==> src/design/uxt_regs.svh <==
// Register map, field positions and reset values of the serial transmitter
//
// Overview of operation
// - Frame: start, 7/8 data, parity option, 1/2 stop
// - Control bit 1 selects LSB or MSB first
// - Control bit 0 inverts the serial output
// - Even mode sends one for odd ones count
// - Even mode receive errors on odd total
// - Odd mode sends zero for odd ones count
// - Odd mode receive errors on even total
// - Zero parity mode always sends zero
// - Zero parity mode never flags parity errors
// - No parity: no bit sent, none checked
// - Power enable clear holds output at idle high
// - Buffer write starts frame once transmit enabled
// - Frame start moves buffer into shift register
// - Done request right after final stop bit
// - Idle after frame until next buffer write
// - Buffer accepts data once shifting begins
// - Status bit 1 is buffer full
// - Status bit 0 is shift busy
// - Flags run 10, 01, 11; judge by full
// - Clearing transmit enable resets transmit circuitry
// - Receiver checks only one stop bit
`ifndef UXT_REGS_SVH
`define UXT_REGS_SVH

`define UXT_OFS_MODE     12'h000
`define UXT_OFS_CTRL     12'h004
`define UXT_OFS_STATUS   12'h008
`define UXT_OFS_TXBUF    12'h00c
`define UXT_OFS_DIV      12'h010
`define UXT_OFS_RXERR    12'h014
`define UXT_OFS_RXDATA   12'h018

`define UXT_MODE_RST     8'h01
`define UXT_CTRL_RST     2'h0
`define UXT_DIV_RST      16'h0010

`define UXT_B_POWER      7
`define UXT_B_TXEN       6
`define UXT_B_RXEN       5
`define UXT_B_PSH        4
`define UXT_B_PSL        3
`define UXT_B_LEN8       2
`define UXT_B_STOP2      1
`define UXT_B_DIR        1
`define UXT_B_INV        0
`define UXT_B_FULL       1
`define UXT_B_BUSY       0
`define UXT_B_PERR       2
`define UXT_B_FERR       1
`define UXT_B_OVR        0

`endif

==> src/design/uxt_pkg.sv <==
// Types shared by the transmitter top and the receiver
package uxt_pkg;

  typedef enum logic [1:0] {
    UXT_PAR_NONE = 2'b00,
    UXT_PAR_ZERO = 2'b01,
    UXT_PAR_ODD  = 2'b10,
    UXT_PAR_EVEN = 2'b11
  } uxt_par_t;

  typedef enum logic [2:0] {
    UXT_S_IDLE  = 3'b000,
    UXT_S_START = 3'b001,
    UXT_S_DATA  = 3'b010,
    UXT_S_PAR   = 3'b011,
    UXT_S_STOP  = 3'b100
  } uxt_st_t;

  typedef struct packed {
    logic        psel;
    logic        penable;
    logic        pwrite;
    logic [11:0] paddr;
    logic [31:0] pwdata;
  } uxt_apb_req_t;

  typedef struct packed {
    logic [31:0] prdata;
    logic        pready;
    logic        pslverr;
  } uxt_apb_rsp_t;

  typedef struct packed {
    uxt_par_t par;
    logic     len8;
    logic     msb_first;
  } uxt_fmt_t;

  // Reverses the character so MSB-first data leaves bit 0 first
  function automatic logic [7:0] uxt_order(input logic [7:0] d,
                                           input logic len8,
                                           input logic msb);
    logic [7:0] r;
    r = '0;
    for (int i = 0; i < 8; i++) r[i] = d[7 - i];
    if (!msb) uxt_order = d;
    else if (len8) uxt_order = r;
    else uxt_order = {1'b0, r[7:1]};
  endfunction : uxt_order

endpackage : uxt_pkg

==> src/design/uxt_rx.sv <==
// Serial receiver with parity check and single stop bit
`timescale 1ns/1ns
`include "uxt_regs.svh"
module uxt_rx #(
  parameter int DIV_W = 16
) (
  input  wire logic                core_clk,
  input  wire logic                resetn,
  input  wire logic                enable,
  input  wire logic [DIV_W-1:0]    div,
  input  wire uxt_pkg::uxt_fmt_t   fmt,
  input  wire logic                serial_input_pin,
  output logic [7:0]               rx_data,
  output logic                     rx_done,
  output logic                     rx_perr,
  output logic                     rx_ferr
);
  import uxt_pkg::*;

  typedef struct packed {
    uxt_st_t          st;
    logic [DIV_W-1:0] tick;
    logic [2:0]       cnt;
    logic [7:0]       sh;
    logic             ones;
    logic [7:0]       data;
    logic             done;
    logic             perr;
    logic             ferr;
  } uxt_rxs_t;

  uxt_rxs_t s;
  uxt_rxs_t next_s;
  logic     bit_end;
  logic     mid;

  always_comb begin
    next_s = s;
    next_s.done = 1'b0;
    next_s.perr = 1'b0;
    next_s.ferr = 1'b0;
    next_s.tick = s.tick + 1'b1;
    bit_end = (s.tick + 1'b1 >= div);
    mid = (s.tick + 1'b1 >= (div >> 1));
    case (s.st)
      UXT_S_IDLE: begin
        next_s.tick = '0;
        if (!serial_input_pin) next_s.st = UXT_S_START;
      end
      UXT_S_START: if (mid) begin
        next_s.tick = '0;
        next_s.cnt = '0;
        next_s.ones = 1'b0;
        next_s.st = serial_input_pin ? UXT_S_IDLE : UXT_S_DATA;
      end
      UXT_S_DATA: if (bit_end) begin
        next_s.tick = '0;
        next_s.cnt = s.cnt + 1'b1;
        next_s.ones = s.ones ^ serial_input_pin;
        next_s.sh = fmt.len8 ? {serial_input_pin, s.sh[7:1]}
                             : {1'b0, serial_input_pin, s.sh[6:1]};
        if (s.cnt == (fmt.len8 ? 3'h7 : 3'h6))
          next_s.st = (fmt.par == UXT_PAR_NONE) ? UXT_S_STOP : UXT_S_PAR;
      end
      UXT_S_PAR: if (bit_end) begin
        next_s.tick = '0;
        next_s.ones = s.ones ^ serial_input_pin;
        next_s.st = UXT_S_STOP;
      end
      UXT_S_STOP: if (bit_end) begin
        next_s.st = UXT_S_IDLE;
        next_s.done = 1'b1;
        next_s.ferr = !serial_input_pin;
        next_s.data = uxt_order(s.sh, fmt.len8, fmt.msb_first);
        // zero and none skip the check
        next_s.perr = (fmt.par == UXT_PAR_EVEN) ? s.ones :
                      (fmt.par == UXT_PAR_ODD) ? !s.ones : 1'b0;
      end
      default: next_s.st = UXT_S_IDLE;
    endcase
    if (!enable) begin
      next_s.st = UXT_S_IDLE;
      next_s.tick = '0;
    end
  end

  always_ff @(posedge core_clk or negedge resetn) begin
    if (!resetn) s <= '0;
    else s <= next_s;
  end

  assign rx_data = s.data;
  assign rx_done = s.done;
  assign rx_perr = s.perr;
  assign rx_ferr = s.ferr;

endmodule : uxt_rx

==> src/design/uxt_top.sv <==
// Transmitter with frame formatting, APB registers and receiver parity check
//
// Local design decisions: the register offsets and the APB register port.
`timescale 1ns/1ns
`include "uxt_regs.svh"
module uxt_top #(
  parameter int DIV_W = 16
) (
  input  wire logic                  core_clk,
  input  wire logic                  resetn,
  input  wire uxt_pkg::uxt_apb_req_t apb_req,
  output uxt_pkg::uxt_apb_rsp_t      apb_rsp,
  input  wire logic                  serial_input_pin,
  output logic                       serial_output_pin,
  output logic                       transmit_done_irq
);
  import uxt_pkg::*;

  // ************************************************************
  // Parameter check
  // ************************************************************
  if (DIV_W < 2 || DIV_W > 16) begin : g_chk
    $error("DIV_W must lie in 2..16");
  end

  // ************************************************************
  // State
  // ************************************************************
  typedef struct packed {
    logic [7:0]       mode;
    logic [1:0]       ctrl;
    logic [DIV_W-1:0] div;
    logic [7:0]       txbuf;
    logic             full;
    logic             busy;
    uxt_st_t          st;
    logic [7:0]       shreg;
    logic             par;
    logic [2:0]       cnt;
    logic             stop_n;
    logic [DIV_W-1:0] tick;
    logic             line;
    logic             irq;
    logic [2:0]       rxerr;
    logic [7:0]       rxdata;
    logic [31:0]      prdata;
  } uxt_state_t;

  uxt_state_t s;
  uxt_state_t next_s;

  logic       power;
  logic       tx_on;
  uxt_fmt_t   fmt;
  logic       stop2;
  logic       bit_end;
  logic       load;
  logic       sel_ok;
  logic       wr;
  logic       rd;
  logic       setup;
  logic [7:0] ones_src;
  logic [7:0] rx_data;
  logic       rx_done;
  logic       rx_perr;
  logic       rx_ferr;

  assign power = s.mode[`UXT_B_POWER];
  assign tx_on = power & s.mode[`UXT_B_TXEN];
  assign stop2 = s.mode[`UXT_B_STOP2];
  assign fmt.par = uxt_par_t'(s.mode[`UXT_B_PSH:`UXT_B_PSL]);
  assign fmt.len8 = s.mode[`UXT_B_LEN8];
  assign fmt.msb_first = s.ctrl[`UXT_B_DIR];

  // ************************************************************
  // Bus decode
  // ************************************************************
  function automatic logic mapped(input logic [11:0] a);
    mapped = (a == `UXT_OFS_MODE) || (a == `UXT_OFS_CTRL) ||
             (a == `UXT_OFS_STATUS) || (a == `UXT_OFS_TXBUF) ||
             (a == `UXT_OFS_DIV) || (a == `UXT_OFS_RXERR) ||
             (a == `UXT_OFS_RXDATA);
  endfunction : mapped

  assign sel_ok = mapped(apb_req.paddr);
  assign setup = apb_req.psel & ~apb_req.penable;
  assign wr = apb_req.psel & apb_req.penable & apb_req.pwrite & sel_ok;
  assign rd = apb_req.psel & apb_req.penable & ~apb_req.pwrite & sel_ok;

  assign apb_rsp.pready = 1'b1;
  assign apb_rsp.pslverr = apb_req.psel & apb_req.penable & ~sel_ok;
  assign apb_rsp.prdata = s.prdata;

  // ************************************************************
  // Receiver
  // ************************************************************
  uxt_rx #(
    .DIV_W (DIV_W)
  ) u_rx (
    .core_clk         (core_clk),
    .resetn           (resetn),
    .enable           (power & s.mode[`UXT_B_RXEN]),
    .div              (s.div),
    .fmt              (fmt),
    .serial_input_pin (serial_input_pin | ~power),
    .rx_data          (rx_data),
    .rx_done          (rx_done),
    .rx_perr          (rx_perr),
    .rx_ferr          (rx_ferr)
  );

  // ************************************************************
  // Next state
  // ************************************************************
  always_comb begin
    next_s = s;
    next_s.irq = 1'b0;
    next_s.tick = s.tick + 1'b1;
    bit_end = (s.tick + 1'b1 >= s.div);
    load = 1'b0;
    ones_src = fmt.len8 ? s.txbuf : {1'b0, s.txbuf[6:0]};

    // Read data is captured in the setup phase
    if (setup) begin
      case (apb_req.paddr)
        `UXT_OFS_MODE:   next_s.prdata = {24'h0, s.mode};
        `UXT_OFS_CTRL:   next_s.prdata = {30'h0, s.ctrl};
        // full at bit 1, busy at bit 0
        `UXT_OFS_STATUS: next_s.prdata = {30'h0, s.full, s.busy};
        `UXT_OFS_DIV:    next_s.prdata = 32'(s.div);
        `UXT_OFS_RXERR:  next_s.prdata = {29'h0, s.rxerr};
        `UXT_OFS_RXDATA: next_s.prdata = {24'h0, s.rxdata};
        default:         next_s.prdata = 32'h0;
      endcase
    end

    // Transmit sequencer
    case (s.st)
      UXT_S_IDLE: begin
        next_s.tick = '0;
        // stays idle until buffer holds data
        if (s.full) load = 1'b1;
      end
      UXT_S_START: if (bit_end) begin
        next_s.tick = '0;
        next_s.cnt = '0;
        next_s.st = UXT_S_DATA;
      end
      UXT_S_DATA: if (bit_end) begin
        next_s.tick = '0;
        next_s.cnt = s.cnt + 1'b1;
        next_s.shreg = {1'b0, s.shreg[7:1]};
        // seven or eight bits, parity optional
        if (s.cnt == (fmt.len8 ? 3'h7 : 3'h6))
          next_s.st = (fmt.par == UXT_PAR_NONE) ? UXT_S_STOP : UXT_S_PAR;
        next_s.stop_n = 1'b0;
      end
      UXT_S_PAR: if (bit_end) begin
        next_s.tick = '0;
        next_s.st = UXT_S_STOP;
      end
      UXT_S_STOP: if (bit_end) begin
        next_s.tick = '0;
        if (stop2 && !s.stop_n) begin
          next_s.stop_n = 1'b1;
        end else begin
          // done request after last stop bit
          next_s.irq = 1'b1;
          // busy clears only with buffer empty
          next_s.busy = 1'b0;
          next_s.st = UXT_S_IDLE;
          if (s.full) load = 1'b1;
        end
      end
      default: next_s.st = UXT_S_IDLE;
    endcase

    // buffer moves into the shift register
    if (load) begin
      next_s.st = UXT_S_START;
      next_s.tick = '0;
      next_s.busy = 1'b1;
      next_s.full = 1'b0;
      next_s.shreg = uxt_order(s.txbuf, fmt.len8, fmt.msb_first);
      case (fmt.par)
        UXT_PAR_EVEN: next_s.par = ^ones_src;
        UXT_PAR_ODD:  next_s.par = ~(^ones_src);
        default:      next_s.par = 1'b0;
      endcase
    end

    // Register writes
    if (wr) begin
      case (apb_req.paddr)
        `UXT_OFS_MODE: next_s.mode = apb_req.pwdata[7:0];
        `UXT_OFS_CTRL: next_s.ctrl = apb_req.pwdata[1:0];
        `UXT_OFS_DIV:  next_s.div = apb_req.pwdata[DIV_W-1:0];
        `UXT_OFS_TXBUF: begin
          // write starts a frame when enabled
          // full set here, full and busy read 11 mid-frame
          if (tx_on) begin
            next_s.txbuf = apb_req.pwdata[7:0];
            next_s.full = 1'b1;
          end
        end
        default: next_s.mode = next_s.mode;
      endcase
    end

    // Receive error flags: set wins over clear on read
    if (rd && apb_req.paddr == `UXT_OFS_RXERR) next_s.rxerr = 3'h0;
    if (rx_done) begin
      next_s.rxdata = rx_data;
      next_s.rxerr[`UXT_B_PERR] = next_s.rxerr[`UXT_B_PERR] | rx_perr;
      next_s.rxerr[`UXT_B_FERR] = next_s.rxerr[`UXT_B_FERR] | rx_ferr;
    end
    if (!power) next_s.rxerr = 3'h0;

    // transmit disable resets the transmit circuit
    if (!tx_on) begin
      next_s.st = UXT_S_IDLE;
      next_s.full = 1'b0;
      next_s.busy = 1'b0;
      next_s.tick = '0;
      next_s.irq = 1'b0;
    end

    // Line level follows the next state
    case (next_s.st)
      UXT_S_START: next_s.line = 1'b0;
      UXT_S_DATA:  next_s.line = next_s.shreg[0];
      UXT_S_PAR:   next_s.line = next_s.par;
      default:     next_s.line = 1'b1;
    endcase
    // output held high with power clear
    if (!power) next_s.line = 1'b1;
    else next_s.line = next_s.line ^ s.ctrl[`UXT_B_INV];
  end

  // ************************************************************
  // Registers
  // ************************************************************
  always_ff @(posedge core_clk or negedge resetn) begin
    if (!resetn) begin
      s <= '0;
      s.mode <= `UXT_MODE_RST;
      s.ctrl <= `UXT_CTRL_RST;
      s.div <= DIV_W'(`UXT_DIV_RST);
      s.line <= 1'b1;
    end else begin
      s <= next_s;
    end
  end

  assign serial_output_pin = s.line;
  assign transmit_done_irq = s.irq;

endmodule : uxt_top

==> config.mk <==
export PLATFORM = sky130hd
export DESIGN_NAME = uxt_top
export DESIGN_NICKNAME = d
export VERILOG_FILES = /design/src/design/uxt_pkg.sv /design/src/design/uxt_rx.sv /design/src/design/uxt_top.sv
export VERILOG_INCLUDE_DIRS = /design/src /design/src/design
export SDC_FILE = /design/constraint.sdc
export NUM_CORES = 1
export LEC_CHECK = 0
export BUFFER_PORTS_ARGS = -buffer_cell sky130_fd_sc_hd__buf_2
export CAP_MARGIN = 20
export CORE_MARGIN = 5
export CORE_UTILIZATION = 64
export CTS_BUF_LIST = sky130_fd_sc_hd__clkbuf_16
export DETAILED_ROUTE_END_ITERATION = 10
export HOLD_SLACK_MARGIN = 0.1
export PLACE_DENSITY = 0.94
export SLEW_MARGIN = 20
export SYNTH_ARGS = -nofsm -noshare
export SYNTH_HDL_FRONTEND = slang
export SYNTH_HIERARCHICAL = 1
export SYNTH_SLANG_ARGS = --single-unit
==> constraint.sdc <==
create_clock -name core_clk -period 5.5 [get_ports core_clk]
set_input_delay 0.825 -clock core_clk [delete_from_list [all_inputs] [get_ports core_clk]]
set_output_delay 0.825 -clock core_clk [all_outputs]
set_load 0.01 [all_outputs]
==> run metrics <==
Num CTS Buffers=17; FILL cells=847; core box area=12600 um^2; post_cts resized=0; yosys warns=6; Critical Path, Cell by Cell=and4_1 > and2_1 > and3_1 > nand2_1 > nor4_1 > xor2_1 > ha_1 > nand4_2 > nor3_2 > o311ai_2 > a311oi_2 > mux2i_1 > mux2i_4 > o32ai_2 > mux2_4; Max Clock Freq=230 MHz; pin count of the biggest net entering global routing=94; syn avg cell area=10.3 um^2; mapped cell area=8140 um^2; input/output buffers=52; critical path fanouts, max=8; Wirelength per Cell=18.7 um; area delta synth->final=9.31%; share of cells above drive strength 1=0.212; most frequent cells in the layout=135 x dfrtp_1, 70 x nand2_1, 51 x inv_1, 51 x ha_1, 51 x buf_2; Final Hold Fails=0; startpoint types=flop; vias in the first global route=6112; Final nets=914; worst min-delay path class=primary input to async pin; PwrDens=257 nW/um^2; critical path's top delay family=simple AND/OR/NAND/NOR gates; Critical Path End Type=flop; most common cell after layout, fill and taps aside=dfrtp_1; post-synth top area share=0.415; die height=123 um; Routed Antenna Nets=0; gr ovfl total=0; CTS Root Cell=clkbuf_16; Max-Slew Margin vs Limit=0.289; DRC violations left=0; part of the power in registers=0.445; clock-pin slew on the worst setup and hold paths=0.06 ns; clk sinks=138; CP required=5.85 ns; slowest CP cell=a311oi_2; Routed WL=18700 um; post-synth cell types=76; Post-synth EDFFs=0; setup violators final=0; post-synthesis instance total=790; clk_skew=0.00912 ns; Worst path max stage delay=0.64 ns; Worst Tran Pin Value=1.06 ns; CP arrival=4.71 ns; GP Congestion=0.994; DR vias=6073; drt via density=6.08; register area share after synthesis=0.425; worst skew pair latency=0.43 ns; first-pass GRT wire length=30600 um; Period minus WS final=4.36 ns; Max IR drop VDD=0.161 mV; cell taking the most area after synthesis=dfrtp_1; Initial Util=0.648; multi-input logic area=4140 um^2; outcome=complete, no violations; Final Worst Setup Slack=1.14 ns; gr usage total=0.264; DR pass1 iterations=5; P_int=1.79 mW; FF/Latch Area=3460 um^2; Pleak=4.19 nW; max-cap violations=0; DIE AREA=15100 um^2; post-DP HPWL=12600 um; buffers and inverters on the worst path=0; net switching power=0.495 mW; period utilisation layout=0.792; Max clock buf depth=2; RSZ-0062 raised after global routing=false; clock power share=0.530; initial antenna violation count=0; #FFs+latches synth=138; Post-CTS Setup Inserts=0; Post-CTS Hold Buffers=0; num ports=86; H-tree levels=4; top cells by area, synth=dfrtp_1 41%, ha_1 7.8%, mux2_2 6.9%; DRT iter0 DRCs=512; switching share of power=0.217; Synth async-reset ratio=1.00; Cell Rows=41; placed cell count=966; CTS tree=yes; Logic pwr share=0.025; dpl ws=1.24 ns; non-filler cells in the finished layout=999; top_reg_cell synth=dfrtp_1; Setup CP Type=flop to flop; final setup TNS=0 ns; final number of max-transition violations=0; Die X=123 um
## final cells by class
class                   count  area share
flip-flops and latches    138       0.388
well taps                 172      0.0242
repair buffers             54      0.0316
diodes                      1    0.000281
inverters                  49      0.0207
clock buffers              17      0.0478
multi-input cells         553       0.465
clock inverters            15      0.0225
## power by group through the flow
stage / Combinational, mW / Sequential [mW] / Clock, mW
after detailed placement: 0.0580 / 1.03 / 0
after CTS: 0.0586 / 1.02 / 1.22
final: 0.0581 / 1.02 / 1.21
after global placement: 0.0574 / 1.03 / 0
after floorplan: 0.0280 / 1.03 / 0
after global routing: 0.0655 / 1.02 / 1.27
## metal layers
| metal | track usage | routed length, um | vias to the layer above |
|---|---|---|---|
| met5 | 0 | 0 | - |
| met1 | 0.323 | 7470 | 2960 |
| met2 | 0.433 | 9120 | 251 |
| met4 | 0.129 | 756 | 0 |
| met3 | 0.0682 | 1310 | 76 |
| li1 | - | - | 2786 |
## metrics by stage
step / hold WS [ns] / cell area [um^2] / util / power, mW
6_report: 0.468 / 8900 / 0.708 / 2.28
5_1_grt: 0.507 / 8900 / 0.708 / 2.36
4_1_cts: 0.480 / 8900 / 0.708 / 2.30
3_5_place_dp: 0.467 / 8270 / 0.658 / 1.09
3_3_place_gp: 0.457 / 8270 / 0.658 / 1.09
2_1_floorplan: 0.450 / 8200 / - / 1.06
## Yosys cell counts, types with 4 or more instances
cell type  instances
dfrtp_1          135
nand2_1           70
ha_1              51
mux2_2            50
inv_1             49
buf_4             41
nor2_1            41
o21ai_0           35
xnor2_1           27
nand3_1           25
a21oi_1           24
nor2b_1           24
mux2i_1           22
clkbuf_1          19
a22o_1            16
xor2_1            13
and3_1             9
a211oi_1           8
nor3_1             8
a21o_1             7
nor2b_4            7
a221o_2            6
nand4_1            6
nand2b_1           5
o22ai_1            5
a31oi_1            4
and2b_1            4
nor4_1             4
## cells by family (layout without fill, tap and decap cells)
| group | count (synthesis) | in the layout | share of synthesized area |
|---|---|---|---|
| multiplexers | 75 | 75 | 0.104 |
| flip-flops | 138 | 138 | 0.425 |
| adder cells (fa/ha/maj) | 52 | 52 | 0.0796 |
| AO/OA/AOI/OAI | 137 | 137 | 0.120 |
| buffers and inverters | 114 | 135 | 0.0745 |
| XOR/XNOR | 40 | 40 | 0.0430 |
| other | 2 | 18 | 0.000922 |
| AND/OR/NAND/NOR | 232 | 232 | 0.154 |
## state kept, by name, indices dropped and copies added, names as in the netlist
name               flops
apb_rsp               16
fmt                    4
power                  1
s                     73
serial_output_pin      1
transmit_done_irq      1
u_rx/rx_data           8
u_rx/rx_done           1
u_rx/rx_ferr           1
u_rx/rx_perr           1
u_rx/s                31
## path summary, 6_finish.rpt
kind	from	to	slack [ns]	depth (start not counted)
min reg2reg	u_rx/rx_data[5]$_DFFE_PN0P_	u_rx/rx_data[5]$_DFFE_PN0P_	0.48	2
max in group asynchronous	resetn	s[42]$_DFF_PN0_	3.90	2
max	s[47]$_DFF_PN0_	serial_output_pin$_DFF_PN1_	1.14	15
max reg2reg	s[47]$_DFF_PN0_	serial_output_pin$_DFF_PN1_	1.14	15
min in group core_clk	u_rx/rx_data[5]$_DFFE_PN0P_	u_rx/rx_data[5]$_DFFE_PN0P_	0.48	2
min	resetn	s[56]$_DFF_PN0_	0.47	1
Power figures use the tool's default switching activity.
